## src/thcs_pkg.sv

```systemverilog
// Package of shared constants for the terminal host control signal block.
package thcs_pkg;
   localparam int          THCS_CLK_MHZ        = 100;
   localparam int          THCS_IRQ_PULSE_NS   = 500;
   localparam int          THCS_IRQ_PULSE_CYC  = (THCS_IRQ_PULSE_NS * THCS_CLK_MHZ) / 1000;
   localparam int          THCS_RST_STROBE_CYC = 2;
   localparam int          THCS_SELFTEST_CYC   = 64;
   localparam int          THCS_CFG2_LEVEL_BIT = 3;
   localparam int          THCS_CFG2_AUTOCLR   = 4;
   localparam int          THCS_CFG2_TAG_LO    = 7;
   localparam int          THCS_CFG2_TAG_HI    = 9;
   localparam int          THCS_START_IRQ_RST  = 2;
   // Controller register byte offsets on the AXI4-Lite slave.
   localparam logic [7:0]  THCS_OFF_CFG2       = 8'h00;
   localparam logic [7:0]  THCS_OFF_START      = 8'h04;
   localparam logic [7:0]  THCS_OFF_ISR1       = 8'h08;
   localparam logic [7:0]  THCS_OFF_ISR2       = 8'h0C;
   localparam logic [7:0]  THCS_OFF_IMR        = 8'h10;
   localparam logic [7:0]  THCS_OFF_EVENT      = 8'h14;
   localparam logic [7:0]  THCS_OFF_STATUS     = 8'h18;
   localparam logic [7:0]  THCS_OFF_TAG        = 8'h1C;
   localparam logic [7:0]  THCS_OFF_CTRL       = 8'h20;
   localparam logic [7:0]  THCS_OFF_HIRQ       = 8'h24;
   localparam logic [7:0]  THCS_OFF_HMASK      = 8'h28;
   localparam logic [15:0] THCS_CFG2_RESET     = 16'h0000;
   localparam logic [1:0]  THCS_RESP_OKAY      = 2'h0;
   localparam logic [1:0]  THCS_RESP_SLVERR    = 2'h2;
   typedef enum logic [1:0] {
      THCS_MODE_BC   = 2'b00,
      THCS_MODE_RT   = 2'b01,
      THCS_MODE_SMM  = 2'b10,
      THCS_MODE_WMON = 2'b11
   } thcs_mode_e;
   typedef enum logic [1:0] {
      THCS_ST_IDLE = 2'b00,
      THCS_ST_TEST = 2'b01,
      THCS_ST_RUN  = 2'b10
   } thcs_state_e;
endpackage

```

## src/thcs_if.sv

```systemverilog
// Interface joining the terminal and its controlling host.
`timescale 1ns/1ps
interface thcs_if;
   logic        master_clear_n;
   logic        selftest_after_reset_en;
   logic        tx_shutdown_chan_a;
   logic        tx_shutdown_chan_b;
   logic        tag_clk;
   logic        message_in_progress_n;
   logic        rt_reset_cmd_strobe_n;
   logic        irq_n;
   logic        reg_wr;
   logic        reg_rd;
   logic [7:0]  reg_addr;
   logic [15:0] reg_wdata;
   logic [15:0] reg_rdata;
   modport device (
      input  master_clear_n, selftest_after_reset_en, tx_shutdown_chan_a, tx_shutdown_chan_b, tag_clk,
      input  reg_wr, reg_rd, reg_addr, reg_wdata,
      output message_in_progress_n, rt_reset_cmd_strobe_n, irq_n, reg_rdata
   );
   modport host (
      output master_clear_n, selftest_after_reset_en, tx_shutdown_chan_a, tx_shutdown_chan_b, tag_clk,
      output reg_wr, reg_rd, reg_addr, reg_wdata,
      input  message_in_progress_n, rt_reset_cmd_strobe_n, irq_n, reg_rdata
   );
endinterface

```

## src/thcs_device.sv

```systemverilog
// Terminal end: message status, reset strobe, self-test, interrupt output and time tag.
//
// What this block does
// - Message-in-progress low while BC/RT/SMM handle messages.
// - Message-in-progress low whole time word monitor online.
// - Reset-terminal command in RT mode gives two-cycle low strobe.
// - Self-test runs after reset when enable high.
// - Enable low blocks power-up and user self-test.
// - Level-select zero: interrupt is 500 ns low pulse.
// - Level-select one: interrupt held low until cleared.
// - Writing interrupt-reset bit releases level interrupt.
// - Auto-clear: reading requesting status register clears interrupt.
// - Both status registers pending: both reads needed.
// - Host supplies clock at an allowed frequency.
// - Transmitter shutdown inputs low for normal operation.
// - Shutdown input high stops that channel's transmitter.
// - Master clear low resets the device.
// - Config bits 7-9 all set: external time-tag clock.
//
// Decided for this implementation: register access over AXI4-Lite and the register addresses.
`timescale 1ns/1ps
module thcs_device
   import thcs_pkg::*;
#(
   parameter int PULSE_CYC = THCS_IRQ_PULSE_CYC
) (
   input  wire logic        aclk,
   thcs_if.device           link,
   input  wire thcs_mode_e  mode,
   input  wire logic        monitor_online,
   input  wire logic        msg_active,
   input  wire logic        rt_reset_cmd_rx,
   input  wire logic [15:0] isr1_event,
   input  wire logic [15:0] isr2_event,
   output logic             tx_enable_a,
   output logic             tx_enable_b,
   output logic             selftest_busy,
   output logic [15:0]      time_tag
);
   import thcs_pkg::*;

   logic [15:0] cfg2_reg;
   logic [15:0] imr_reg;
   logic [15:0] isr1_reg;
   logic [15:0] isr2_reg;
   logic        level_reg;
   logic [15:0] pulse_cnt_reg;
   logic [1:0]  strobe_cnt_reg;
   logic [7:0]  test_cnt_reg;
   logic        tag_d1_reg;
   logic        tag_d2_reg;
   logic        tag_d3_reg;
   logic        inprog_reg;
   thcs_state_e state_reg;

   wire rst      = ~link.master_clear_n;
   wire wr_start = link.reg_wr && link.reg_addr == THCS_OFF_START;
   wire rd_isr1  = link.reg_rd && link.reg_addr == THCS_OFF_ISR1;
   wire rd_isr2  = link.reg_rd && link.reg_addr == THCS_OFF_ISR2;
   wire [15:0] new1 = isr1_event & imr_reg;
   wire [15:0] new2 = isr2_event & imr_reg;
   wire new_evt  = |new1 || |new2;
   wire autoclr  = cfg2_reg[THCS_CFG2_AUTOCLR];
   wire ext_tag  = &cfg2_reg[THCS_CFG2_TAG_HI:THCS_CFG2_TAG_LO];
   wire irq_clr  = wr_start && link.reg_wdata[THCS_START_IRQ_RST];
   wire isr_read = autoclr && (rd_isr1 || rd_isr2);
   wire pulse_on = pulse_cnt_reg != 16'h0000;
   wire stb_on   = strobe_cnt_reg != 2'h0;
   wire tag_rise = tag_d2_reg && !tag_d3_reg;

   always_ff @(posedge aclk) begin
      if (rst) begin
         cfg2_reg <= THCS_CFG2_RESET;
         imr_reg  <= 16'h0000;
      end else if (link.reg_wr) begin
         if (link.reg_addr == THCS_OFF_CFG2)
            cfg2_reg <= link.reg_wdata;
         if (link.reg_addr == THCS_OFF_IMR)
            imr_reg <= link.reg_wdata;
      end
   end

   // New events win over a clearing read in the same cycle.
   always_ff @(posedge aclk) begin
      if (rst) begin
         isr1_reg <= 16'h0000;
         isr2_reg <= 16'h0000;
      end else begin
         isr1_reg <= (rd_isr1 ? 16'h0000 : isr1_reg) | new1;
         isr2_reg <= (rd_isr2 ? 16'h0000 : isr2_reg) | new2;
      end
   end

   // Level stays low until the reset bit is written or, with auto-clear, every pending register has been read.
   always_ff @(posedge aclk) begin
      if (rst) begin
         level_reg <= 1'b0;
      end else if (new_evt && cfg2_reg[THCS_CFG2_LEVEL_BIT]) begin
         level_reg <= 1'b1;
      end else if (irq_clr) begin
         level_reg <= 1'b0;
      end else if (isr_read) begin
         // A clearing read may only lower the level, never raise one already released.
         level_reg <= level_reg && ((|isr1_reg && !rd_isr1) || (|isr2_reg && !rd_isr2));
      end
   end

   // A new event restarts the count, so events close together merge into one pulse.
   always_ff @(posedge aclk) begin
      if (rst) begin
         pulse_cnt_reg <= 16'h0000;
      end else if (new_evt && !cfg2_reg[THCS_CFG2_LEVEL_BIT]) begin
         pulse_cnt_reg <= 16'(PULSE_CYC);
      end else if (pulse_on) begin
         pulse_cnt_reg <= pulse_cnt_reg - 16'h0001;
      end
   end

   always_ff @(posedge aclk) begin
      if (rst) begin
         strobe_cnt_reg <= 2'h0;
      end else if (mode == THCS_MODE_RT && rt_reset_cmd_rx) begin
         strobe_cnt_reg <= 2'(THCS_RST_STROBE_CYC);
      end else if (stb_on) begin
         strobe_cnt_reg <= strobe_cnt_reg - 2'h1;
      end
   end

   // User self-test is requested by writing bit 0 of the start register.
   // The enable pin is checked again on a user request, so a low pin blocks both starts.
   always_ff @(posedge aclk) begin
      if (rst) begin
         state_reg    <= THCS_ST_IDLE;
         test_cnt_reg <= 8'h00;
      end else begin
         case (state_reg)
            THCS_ST_IDLE: begin
               state_reg    <= link.selftest_after_reset_en ? THCS_ST_TEST : THCS_ST_RUN;
               test_cnt_reg <= 8'(THCS_SELFTEST_CYC);
            end
            THCS_ST_TEST: begin
               test_cnt_reg <= test_cnt_reg - 8'h01;
               if (test_cnt_reg == 8'h01)
                  state_reg <= THCS_ST_RUN;
            end
            THCS_ST_RUN: begin
               if (wr_start && link.reg_wdata[0] && link.selftest_after_reset_en) begin
                  state_reg    <= THCS_ST_TEST;
                  test_cnt_reg <= 8'(THCS_SELFTEST_CYC);
               end
            end
            default: state_reg <= THCS_ST_IDLE;
         endcase
      end
   end

   // The tag clock is slow and asynchronous, so it is resynchronised before edge detection.
   always_ff @(posedge aclk) begin
      if (rst) begin
         tag_d1_reg <= 1'b0;
         tag_d2_reg <= 1'b0;
         tag_d3_reg <= 1'b0;
      end else begin
         tag_d1_reg <= link.tag_clk;
         tag_d2_reg <= tag_d1_reg;
         tag_d3_reg <= tag_d2_reg;
      end
   end

   always_ff @(posedge aclk) begin
      if (rst)
         time_tag <= 16'h0000;
      else if (ext_tag && tag_rise)
         time_tag <= time_tag + 16'h0001;
   end

   // Registered, so the pin does not glitch while the mode input changes.
   always_ff @(posedge aclk) begin
      if (rst)
         inprog_reg <= 1'b0;
      else if (mode == THCS_MODE_WMON)
         inprog_reg <= monitor_online;
      else
         inprog_reg <= msg_active;
   end

   always_comb begin
      link.message_in_progress_n = ~inprog_reg;
      link.rt_reset_cmd_strobe_n = ~stb_on;
      link.irq_n                 = ~(level_reg || pulse_on);
   end

   // Unmapped terminal offsets read as zero.
   always_comb begin
      case (link.reg_addr)
         THCS_OFF_CFG2: link.reg_rdata = cfg2_reg;
         THCS_OFF_ISR1: link.reg_rdata = isr1_reg;
         THCS_OFF_ISR2: link.reg_rdata = isr2_reg;
         THCS_OFF_IMR:  link.reg_rdata = imr_reg;
         THCS_OFF_TAG:  link.reg_rdata = time_tag;
         default:       link.reg_rdata = 16'h0000;
      endcase
   end

   always_comb begin
      tx_enable_a   = ~link.tx_shutdown_chan_a;
      tx_enable_b   = ~link.tx_shutdown_chan_b;
      selftest_busy = (state_reg == THCS_ST_TEST);
   end
endmodule

```

## src/flat_wrapper.sv

```systemverilog
// flat-port wrapper written by rule: the top's interface ports become plain ports
module thcs_device_flat import thcs_pkg::*;
#(
   parameter int PULSE_CYC = THCS_IRQ_PULSE_CYC
)
  (aclk, mode, monitor_online, msg_active, rt_reset_cmd_rx, isr1_event, isr2_event, tx_enable_a, tx_enable_b, selftest_busy, time_tag, link_master_clear_n, link_selftest_after_reset_en, link_tx_shutdown_chan_a, link_tx_shutdown_chan_b, link_tag_clk, link_reg_wr, link_reg_rd, link_reg_addr, link_reg_wdata, link_message_in_progress_n, link_rt_reset_cmd_strobe_n, link_irq_n, link_reg_rdata);
  thcs_if link_i ();
  input  wire logic aclk;
  input  wire thcs_mode_e mode;
  input  wire logic monitor_online;
  input  wire logic msg_active;
  input  wire logic rt_reset_cmd_rx;
  input  wire logic [15:0] isr1_event;
  input  wire logic [15:0] isr2_event;
  output logic tx_enable_a;
  output logic tx_enable_b;
  output logic selftest_busy;
  output logic [15:0] time_tag;
  input wire logic [$bits(link_i.master_clear_n)-1:0] link_master_clear_n;
  input wire logic [$bits(link_i.selftest_after_reset_en)-1:0] link_selftest_after_reset_en;
  input wire logic [$bits(link_i.tx_shutdown_chan_a)-1:0] link_tx_shutdown_chan_a;
  input wire logic [$bits(link_i.tx_shutdown_chan_b)-1:0] link_tx_shutdown_chan_b;
  input wire logic [$bits(link_i.tag_clk)-1:0] link_tag_clk;
  input wire logic [$bits(link_i.reg_wr)-1:0] link_reg_wr;
  input wire logic [$bits(link_i.reg_rd)-1:0] link_reg_rd;
  input wire logic [$bits(link_i.reg_addr)-1:0] link_reg_addr;
  input wire logic [$bits(link_i.reg_wdata)-1:0] link_reg_wdata;
  output wire logic [$bits(link_i.message_in_progress_n)-1:0] link_message_in_progress_n;
  output wire logic [$bits(link_i.rt_reset_cmd_strobe_n)-1:0] link_rt_reset_cmd_strobe_n;
  output wire logic [$bits(link_i.irq_n)-1:0] link_irq_n;
  output wire logic [$bits(link_i.reg_rdata)-1:0] link_reg_rdata;
  assign link_i.master_clear_n = link_master_clear_n;
  assign link_i.selftest_after_reset_en = link_selftest_after_reset_en;
  assign link_i.tx_shutdown_chan_a = link_tx_shutdown_chan_a;
  assign link_i.tx_shutdown_chan_b = link_tx_shutdown_chan_b;
  assign link_i.tag_clk = link_tag_clk;
  assign link_i.reg_wr = link_reg_wr;
  assign link_i.reg_rd = link_reg_rd;
  assign link_i.reg_addr = link_reg_addr;
  assign link_i.reg_wdata = link_reg_wdata;
  assign link_message_in_progress_n = link_i.message_in_progress_n;
  assign link_rt_reset_cmd_strobe_n = link_i.rt_reset_cmd_strobe_n;
  assign link_irq_n = link_i.irq_n;
  assign link_reg_rdata = link_i.reg_rdata;
  thcs_device #(.PULSE_CYC(PULSE_CYC)) u_core (.aclk(aclk), .link(link_i), .mode(mode), .monitor_online(monitor_online), .msg_active(msg_active), .rt_reset_cmd_rx(rt_reset_cmd_rx), .isr1_event(isr1_event), .isr2_event(isr2_event), .tx_enable_a(tx_enable_a), .tx_enable_b(tx_enable_b), .selftest_busy(selftest_busy), .time_tag(time_tag));
endmodule
```

## config.mk

```make
export PLATFORM = sky130hd
export DESIGN_NAME = thcs_device_flat
export DESIGN_NICKNAME = d
export VERILOG_FILES = /design/src/thcs_pkg.sv /design/src/thcs_if.sv /design/src/thcs_device.sv /design/src/flat_wrapper.sv
export SDC_FILE = /design/constraint.sdc
export NUM_CORES = 1
export LEC_CHECK = 0
export ABC_AREA = 1
export BUFFER_PORTS_ARGS = -buffer_cell sky130_fd_sc_hd__buf_2
export CORE_MARGIN = 1.5
export CORE_UTILIZATION = 40
export DETAILED_ROUTE_END_ITERATION = 16
export SLEW_MARGIN = 10
export SYNTH_ARGS = -nofsm -noshare
export SYNTH_HDL_FRONTEND = slang
export SYNTH_SLANG_ARGS = --single-unit
```

## constraint.sdc

```tcl
create_clock -name aclk -period 1.7 [get_ports aclk]
set_clock_uncertainty 0.1 [all_clocks]
set_input_delay 0.17 -clock aclk [delete_from_list [all_inputs] [get_ports aclk]]
set_output_delay 0.17 -clock aclk [all_outputs]
set_load 0.1 [all_outputs]
```

Word-level counts from Yosys, hierarchy flattened
Cells that the tools add are included.

Logic and storage cells: 101. Flip-flop bits (word level): 113. Output and inout bits: 38. Input bits: 69.

Muxes and demuxes: 17. Reduce and logical (&&, ||, !) cells: 42. Bitwise logic cells: 10. Equality and inequality tests: 12. Add/sub/neg operators: 4.

Operators by type and width (count): $pmux 16 s5 (1); $reduce_or 16->1 (4); $and 16x16->16 (2); $mux 16 (2); $or 16x16->16 (2); $pmux 8 s3 (1); $add 16x1->16 const B (1); $eq 8x4->1 const B (2); $eq 8x5->1 const B (2); $reduce_bool 16->1 (1); $sub 16x1->16 const B (1); $logic_and 1x1->1 (15); $mux 6 (2); $mux 2 (5); $eq 8x1->1 const B (1); $eq 8x3->1 const B (1); $logic_not 8->1 (1); $mux 8 (1); $reduce_and 2->1 (4); $sub 8x1->8 const B (1); $not 1->1 (6); $pmux 2 s3 (1); $reduce_bool 2->1 (3); $reduce_bool 3->1 (2); other kinds (10) (23).

Logic depth before layout (Yosys ltp)
Gate-level depths: netlist (run 1).

Depth after elaboration: 9. Depth in mapped cells: 10. Gate-level depth less buffers: 10.

Least setup slack after synthesis (run 1)
Ideal clock, no wire load.

Path type: flip-flop to output port. Start point: register u_core.time_tag[3]. End point: output link_reg_rdata[3]. Data required time: 1.430 ns. Path slack: -0.747 ns. Data arrival time: 2.177 ns. Cell stages (with the launch flop): 5. Buffers on the path: 0. Cell sequence: dfxtp_1 inv_1 o21ai_0 a21oi_1 o211ai_1.

Longest elaborated chain between the ends: 1.

Ends and longest elaborated chain: start, declared (line thcs_device.sv:38) `output logic [15:0] time_tag`; start signal, assigned (line thcs_device.sv:174) `time_tag <= time_tag + 16'h0001;`; $pmux 16 s5 (line thcs_device.sv:195) `case (link.reg_addr)`; end, declared (line flat_wrapper.sv:31) `output wire logic [$bits(link_i.reg_rdata)-1:0] link_reg_rdata;`.

Every way passes these cells.

Final worst setup path (run 1)
Start point: register u_core.pulse_cnt_reg[1]. End point: output link_irq_n.

Longest elaborated chain between the ends: 3.

Ends and longest elaborated chain: start, declared (line thcs_device.sv:47) `logic [15:0] pulse_cnt_reg;`; start signal, assigned (line thcs_device.sv:113) `pulse_cnt_reg <= 16'(PULSE_CYC);`; start signal, assigned (line thcs_device.sv:115) `pulse_cnt_reg <= pulse_cnt_reg - 16'h0001;`; $reduce_bool 16->1 (line thcs_device.sv:67) `wire pulse_on = pulse_cnt_reg != 16'h0000;`; $logic_or 1x1->1 (line thcs_device.sv:190) `link.irq_n = ~(level_reg || pulse_on);`; $not 1->1 (line thcs_device.sv:190); end, declared (line flat_wrapper.sv:30) `output wire logic [$bits(link_i.irq_n)-1:0] link_irq_n;`.

Every way passes these cells.

==> results of run 1 <==
## metal layers
layer	GRT usage, %	up-vias	share of wire, %
met5	0	-	0
met4	9.45	0	2.4
met3	6.18	30	5.3
met2	41.6	183	48
met1	31.4	2697	44
li1	-	2988	-
## cell type report
| cell class | count | area, um^2 | area share, % |
|---|---|---|---|
| flip-flops and latches | 113 | 2300 | 28.6 |
| multi-input cells | 600 | 3010 | 37.4 |
| well taps | 176 | 220 | 2.74 |
| repair buffers | 196 | 1690 | 21.0 |
| clock inverters | 9 | 58.8 | 0.731 |
| repair inverters | 1 | 8.76 | 0.109 |
| clock buffers | 23 | 468 | 5.82 |
| inverters | 70 | 285 | 3.55 |
## path summary, 6_finish.rpt
path	endpoint	slack (ns)	depth (start not counted)
worst max-delay path	link_irq_n	-0.14	7
worst min-delay path	u_core.test_cnt_reg[4]$_SDFFE_PN0P_	0.04	3
worst max register to register	u_core.pulse_cnt_reg[12]$_SDFFE_PP0P_	0.13	9
worst min register to register	u_core.tag_d2_reg$_SDFF_PN0_	0.31	2
## worst register-to-register path: cells and delay by family, from the launching register on
| kind | cells | cell delay [ns] |
|---|---|---|
| and+or+nand+nor | 4 | 0.43 |
| DFF | 1 | 0.32 |
| buffers and inverters | 3 | 0.35 |
| adders and majority gates | 1 | 0.16 |
| xor gates and xnor gates | 1 | 0.16 |
## logic make-up (layout without fill, tap and decap cells)
logic type / count (synthesis) / count (layout)
XOR/XNOR: 15 / 15
flip-flops: 113 / 113
AND/OR/NAND/NOR: 441 / 441
buffers and inverters: 95 / 299
AO/OA/AOI/OAI: 139 / 139
adder cells (fa/ha/maj): 5 / 5
## power groups by stage
stage	registers (uW)	clock network, uW	logic (uW)
2_1_floorplan	2950	0	1270
3_3_place_gp	2980	0	1730
3_5_place_dp	2990	0	1740
4_1_cts	2940	3210	1900
5_1_grt	2980	3340	2310
6_report	2960	3170	2080
## Yosys cell counts, drive strengths merged (2+ instances only)
| cell type | n |
|---|---|
| nand2 | 220 |
| nor2 | 149 |
| dfxtp | 113 |
| inv | 70 |
| a21oi | 66 |
| o21ai | 52 |
| nand3 | 27 |
| nand4 | 25 |
| buf | 17 |
| a21o | 14 |
| xor2 | 13 |
| nor3 | 11 |
| clkbuf | 8 |
| ha | 5 |
| nor4 | 3 |
| o21a | 3 |
| a211oi | 2 |
| and2 | 2 |
| nand3b | 2 |
| xnor2 | 2 |
## stage by stage
step | utilization, % | cells | setup slack (ns) | hold WS (ns)
global route | 60.5 | 1188 | -0.195 | 0.0454
finish | 60.5 | 1188 | -0.140 | 0.0365
floorplan | - | 808 | -0.538 | 0.168
global placement | 50.3 | 1091 | -0.0145 | 0.255
CTS | 58.8 | 1181 | -0.132 | 0.0270
detailed placement | 50.3 | 1091 | -0.0159 | 0.262
## repair_timing
item,in CTS,in global routing
endpoints found under the hold margin,70,0
hold buffers,56,0
pin swaps,6,25
resized for setup,14,48
endpoints found under the setup margin,4,21
setup buffers,2,5
cloned,0,2
==> impl_summary.log, run 1 <==
INFO  metric crit_top_cell = inv_2
INFO  metric failed_checks = setup timing
INFO  metric numCtsBuffers = 17
INFO  metric global_route.usage.total = 25.1%
INFO  metric timing.final.crit_period = 1.84 ns
INFO  metric worst_setup_path_end_kind = primary output
INFO  metric timing.critical_path.buf_inv = 3
INFO  metric grt_antenna_before_repair = 0
INFO  metric worst_ep_required_time = 1.43 ns
INFO  metric power_frac_seq = 36.0%
INFO  metric cts_sinks = 113
INFO  metric clock_latency = 0.42 ns
INFO  metric holdCritPathClass = in -> reg
INFO  metric nFillCells = 1253
INFO  metric synth_top_flop_cell = dfxtp_1
INFO  metric die_y = 120 um
INFO  metric switchingPower = 2560 uW
INFO  metric crit_fanout = 2
INFO  metric fin_nets = 1073
INFO  metric setup_total_negative_slack = -0.140 ns
INFO  metric detail_route.drc_violations = 0
INFO  metric power_per_unit_of_standard_cell_area = 1020 nW/um^2
INFO  metric tritoncts = built
INFO  metric layout_cell_share_with_drive_strength_beyond_1 = 26.9%
INFO  metric num_io_pins = 107
INFO  metric synthTopCellsByArea = dfxtp_1, nand2_1, nor2_1, a21oi_1, o21ai_0
INFO  metric worstReg2RegStart = u_core.pulse_cnt_reg[1]$_SDFFE_PN0P_
INFO  metric synthesized_area = 5480 um^2
INFO  metric power.combinational.fraction = 25.3%
INFO  metric layout_common_cells = nand2_1, nor2_1, dfxtp_1
INFO  metric power_switching_share = 31.2%
INFO  metric port_buffers = 106
INFO  metric main_combinational_cell_family_by_area_after_synthesis = simple AND/OR/NAND/NOR gates
INFO  metric critPathKind = reg -> out
INFO  metric worstMarginPinSlew = 0.495 ns
INFO  metric post_dp_cell_area = 6690 um^2
INFO  metric post_synth_and_or_nand_nor_area_fraction = 34.1%
INFO  metric floorplan.initialDensity = 41.2%
INFO  metric die_x = 120 um
INFO  metric setup_viol = 1
INFO  metric grt.overflow.total = 0
INFO  metric finalWirelength = 17700 um
INFO  metric post_drt_wl_per_cell = 14.9 um
INFO  metric final_common_cell = nand2_1
INFO  metric htreeDepth = 4
INFO  metric vias = 5898
INFO  metric clock.fmax = 544 MHz
INFO  metric fp.dieArea = 14400 um^2
INFO  metric post_synth_arst_share = 0%
INFO  metric yosys.area.top_type = dfxtp_1
INFO  metric area_fraction_of_the_dominant_cell_type_after_synthesis = 41.3%
INFO  metric drv_cap = 0
INFO  metric worstPathCellList = inv_2 -> ha_4 -> inv_2 -> nor3_2 -> nand2_2 -> nor2_4 -> buf_12
INFO  metric floorplan.rows = 42
INFO  metric clock_tree.buffer_depth = 2
INFO  metric synthToLayoutAreaGrowth = 46.8%
INFO  metric synth-edff-count = 0
INFO  metric post_synth_fa_ha_maj_area_fraction = 1.14%
INFO  metric ys_seq_area_share = 41.3%
INFO  metric power = 8210 uW
INFO  metric relSlewSlack = 67.2%
INFO  metric outcome = finished, violations left
INFO  metric static-leakage-power = 0.00367 uW
INFO  metric worst_setup_path_start_kind = register
INFO  metric synth.area.mux_share = 0%
INFO  metric critical-path-top-delay-family = simple AND/OR/NAND/NOR gates
INFO  metric yosys_register_bits = 113
INFO  metric syn_inst = 808
INFO  metric detail_route.first_pass.iterations = 5
INFO  metric synthesis.area_per_instance = 6.78 um^2
INFO  metric first_global_vias = 5688
INFO  metric global_placer_s_final_weighted_congestion = 0.832
INFO  metric clk_pin_slew_worst_paths = 0.05 ns
INFO  metric core_region_area = 13300 um^2
INFO  metric post_synth_xor_area_fraction = 2.40%
INFO  metric layout.cell_area.non_filler = 8040 um^2
INFO  metric final_antenna_net_count = 0
INFO  metric cp_slowest_cell = dfxtp_2
INFO  metric grt_max_degree = 40
INFO  metric ys_warn_count = 0
INFO  metric vdd.ir_drop.worst = 711 uV
INFO  metric finalWorstSetupSlack = -0.140 ns
INFO  metric cp_slowest_stage_delay = 0.32 ns
INFO  metric timing.hold.worst.start = link_master_clear_n
INFO  metric fin_crit_sh = 108%
INFO  metric drt_iter0_drc = 390
INFO  metric grt_setup_unrepaired = yes
INFO  metric synth.lib_cells_used.distinct = 36
INFO  metric detailedPlacementHpwl = 12400 um
INFO  metric final_max_slew_viol_count = 0
INFO  metric insertedDiodeCount = 0
INFO  metric mappedNetlistNets = 882
INFO  metric viasPerCell = 4.96
INFO  metric wire_length_of_the_first_global_routing_pass = 28200 um
INFO  metric power.share.clock = 38.7%
INFO  metric power_report.internal_total = 5650 uW
INFO  metric setup.worst_path.start = u_core.pulse_cnt_reg[1]$_SDFFE_PN0P_
INFO  metric synth_compound_gate_area_share = 13.7%
INFO  metric timing.final.hold_violations = 0
INFO  metric crit_arrival = 1.57 ns
INFO  metric clock_tree.root_cell = clkbuf_16
No activity file was read; power rests on OpenSTA's default activity.
==> run 2: changes to the inputs <==
==> constraint.sdc (replaced) <==
create_clock -name aclk -period 1.7 [get_ports aclk]
set_clock_uncertainty 0.1 [all_clocks]
set_input_delay 0.17 -clock aclk [delete_from_list [all_inputs] [get_ports aclk]]
set_output_delay 0.17 -clock aclk [all_outputs]
set_load 0.01 [all_outputs]
==> run 2 against run 1 <==
Compared with the run above:
- the run still ends with setup timing left
- utilization decreased by 2.5 points
- clock power increased by 10%
- register-to-register slack got worse by 0.13 ns
- sequential share of layout area increased by 0.88 points
- sequential power about the same
- critical path type unchanged
- largest power group unchanged
- highest routed layer unchanged
==> impl_summary.log, run 2 (synthesis gave the netlist of run 1 again) <==
INFO  metric clock_tree.buffer_depth = 2 (unchanged)
INFO  metric setup_viol = 1 (unchanged)
INFO  metric worst_hold_path.num_cells = 4 (+1)
INFO  metric timing.final.hold_violations = 0 (unchanged)
INFO  metric grt.overflow.total = 0 (unchanged)
INFO  metric drv_cap = 0 (unchanged)
INFO  metric final-instance-count-excl-fill = 1198 (+0.84%)
INFO  metric detailedPlacementHpwl = 12600 um (+0.86%)
INFO  metric worstReg2RegStart = u_core.pulse_cnt_reg[4]$_SDFFE_PN0P_
INFO  metric clock.fmax = 583 MHz (+7.3%)
INFO  metric global_placer_s_final_weighted_congestion = 0.899 (+8.0%)
INFO  metric worst_ep_required_time = 1.43 ns (about the same)
INFO  metric crit-reg2reg-capture = u_core.pulse_cnt_reg[5]$_SDFFE_PN0P_
INFO  metric htreeDepth = 4 (unchanged)
INFO  metric holdCritPathClass = in -> reg
INFO  metric viasPerCell = 4.99 (+0.54%)
INFO  metric worstMarginPinSlew = 0.346 ns (-0.149 ns)
INFO  metric hold_path_end = u_core.strobe_cnt_reg[1]$_SDFFE_PN0P_
INFO  metric numCtsBuffers = 17 (unchanged)
INFO  metric failed_checks = setup timing
INFO  metric outcome = finished, violations left
INFO  metric timing.reg2reg.worst_path_depth = 11 (+2)
INFO  metric timing.final.crit_period = 1.71 ns (-0.126 ns)
INFO  metric synthToLayoutAreaGrowth = 40.8%
INFO  metric cts_sinks = 113 (unchanged)
INFO  metric grt_setup_unrepaired = yes
INFO  metric clock_tree.root_cell = clkbuf_16
INFO  metric crit_arrival = 1.44 ns (-0.13 ns)
INFO  metric route.layer.met1.wl = 7940 um (+2.1%)
INFO  metric vdd.ir_drop.worst = 625 uV (-12%)
INFO  metric final_common_cell = nand2_1
INFO  metric finalWorstSetupSlack = -0.0140 ns (+0.126 ns)
INFO  metric power_per_unit_of_standard_cell_area = 1090 nW/um^2 (+6.7%)
INFO  metric fin_crit_sh = 101% (-7.4 points)
INFO  metric fp.dieArea = 14400 um^2 (unchanged)
INFO  metric fin_nets = 1085 (+1.1%)
INFO  metric cell_total_after_placement = 1097 (+0.55%)
INFO  metric worst_setup_path_end_kind = primary output
INFO  metric met3RoutedLength = 824 um (-13%)
INFO  metric layout_common_cells = nand2_1, nor2_1, buf_2, dfxtp_1, a21oi_1
INFO  metric floorplan.initialDensity = 41.2% (unchanged)
INFO  metric grt_antenna_before_repair = 0 (unchanged)
INFO  metric final_max_slew_viol_count = 0 (unchanged)
INFO  metric detailroute.wirelength.met2 = 8620 um (+0.63%)
INFO  metric die_y = 120 um (unchanged)
INFO  metric critPathKind = reg -> out
INFO  metric setup_total_negative_slack = -0.0140 ns (+0.126 ns)
INFO  metric layout_cell_share_with_drive_strength_beyond_1 = 22.6% (-4.3 points)
INFO  metric clk_pin_slew_worst_paths = 0.05 ns (about the same)
INFO  metric drt_iter0_drc = 434 (+11%)
INFO  metric floorplan.rows = 42 (unchanged)
INFO  metric relSlewSlack = 76.9% (+9.7 points)
INFO  metric highest-signal-layer = met4
INFO  metric layout.cell_area.non_filler = 7710 um^2 (-4.1%)
INFO  metric tritoncts = built
INFO  metric core_region_area = 13300 um^2 (unchanged)
INFO  metric worst-r2r-setup-slack = 0 ns (-0.13 ns)
INFO  metric detail_route.first_pass.iterations = 5 (unchanged)
INFO  metric holdWs = 0.0240 ns (-0.0125 ns)
INFO  metric finalWirelength = 17800 um (+0.77%)
INFO  metric global_route.usage.total = 25.5% (+0.34 points)
INFO  metric die_x = 120 um (unchanged)
INFO  metric crit_fanout = 3 (+1)
INFO  metric vias = 5980 (+1.4%)
INFO  metric pre_cts_slack = 0.000840 ns (+0.0167 ns)
INFO  metric timing.hold.worst.start = mode[1]
INFO  metric post_dp_cell_area = 6380 um^2 (-4.7%)
INFO  metric post_drt_wl_per_cell = 14.9 um (about the same)
INFO  metric insertedDiodeCount = 0 (unchanged)
INFO  metric num_io_pins = 107 (unchanged)
INFO  metric static-leakage-power = 0.00368 uW (+0.32%)
INFO  metric detail_route.drc_violations = 0 (unchanged)
INFO  metric worst_setup_path_start_kind = register
INFO  metric grt_max_degree = 35 (-13%)
INFO  metric first_global_vias = 5808 (+2.1%)
INFO  metric port_buffers = 106 (unchanged)
INFO  metric clock_latency = 0.42 ns (about the same)
INFO  metric wire_length_of_the_first_global_routing_pass = 28500 um (+0.88%)
INFO  metric final_antenna_net_count = 0 (unchanged)
==> run 2: cell count changes in the layout (fill, tap and decap cells not counted), sizes merged <==
cell      delta
buf         +14
clkinv       +2
clkinvlp     -5
inv          -2
clkbuf       -1
bufinv       +2
==> run 2: per-stage QoR <==
stage                     total power (uW)  utilization (%)
final                                 8400             58.0
after global routing                  8840             58.0
after CTS                             8300             57.2
after detailed placement              4530             48.0
after global placement                4540             48.0
after floorplan                       4080                -
==> run 2: final cells by class <==
type | instances | area [um^2]
inverters | 70 | 278
flip-flops and latches | 113 | 2280
clock buffers | 24 | 492
clock inverters | 6 | 80.1
repair buffers | 208 | 1490
multi-input cells | 600 | 2870
well taps | 176 | 220
repair inverters | 1 | 5.00
fillers | 1291 | 5580
==> run 2: per-layer routing <==
metal  global-route usage (%)  vias up
li1                         -     3016
met1                     31.0     2751
met2                     43.6      178
met3                     5.13       35
met4                     10.6        0
met5                        0        -
==> run 2: worst max-delay path by stage <==
stage,startpoint,to,depth (start not counted),slack [ns]
2_1_floorplan,u_core.time_tag[0]$_SDFFE_PN0P_,u_core.time_tag[14]$_SDFFE_PN0P_,8,0.16
3_5_place_dp,link_reg_addr[6],link_reg_rdata[2],10,0.0008
6_report,u_core.pulse_cnt_reg[2]$_SDFFE_PP0P_,link_irq_n,6,-0.01
3_3_place_gp,link_reg_addr[6],link_reg_rdata[2],10,0.01
4_1_cts,u_core.pulse_cnt_reg[3]$_SDFFE_PP0P_,link_irq_n,6,-0.02
5_1_grt,u_core.pulse_cnt_reg[2]$_SDFFE_PP0P_,link_irq_n,6,-0.13
==> run 2: power breakdown <==
group | switching [uW] | total [uW] | internal [uW]
registers | 145 | 2970 | 2820
clock network | 1210 | 3490 | 2280
logic | 995 | 1950 | 951
==> run 2: what timing repair did <==
action / in CTS / in global routing
hold buffers: 56 / 0
hold endpoints to repair: 69 / 0
setup endpoints to repair: 4 / 32
pin swaps: 4 / 5
setup buffers: 9 / 5
cloned: 0 / 1
resized for setup: 16 / 24
==> run 2: critical path, stage by stage (launching register included) <==
cell     delay, ns
dfxtp_4       0.36
nor2_4        0.13
nand2_2       0.07
nor3_2        0.16
nand2_1       0.10
nor2_1        0.08
buf_2         0.13
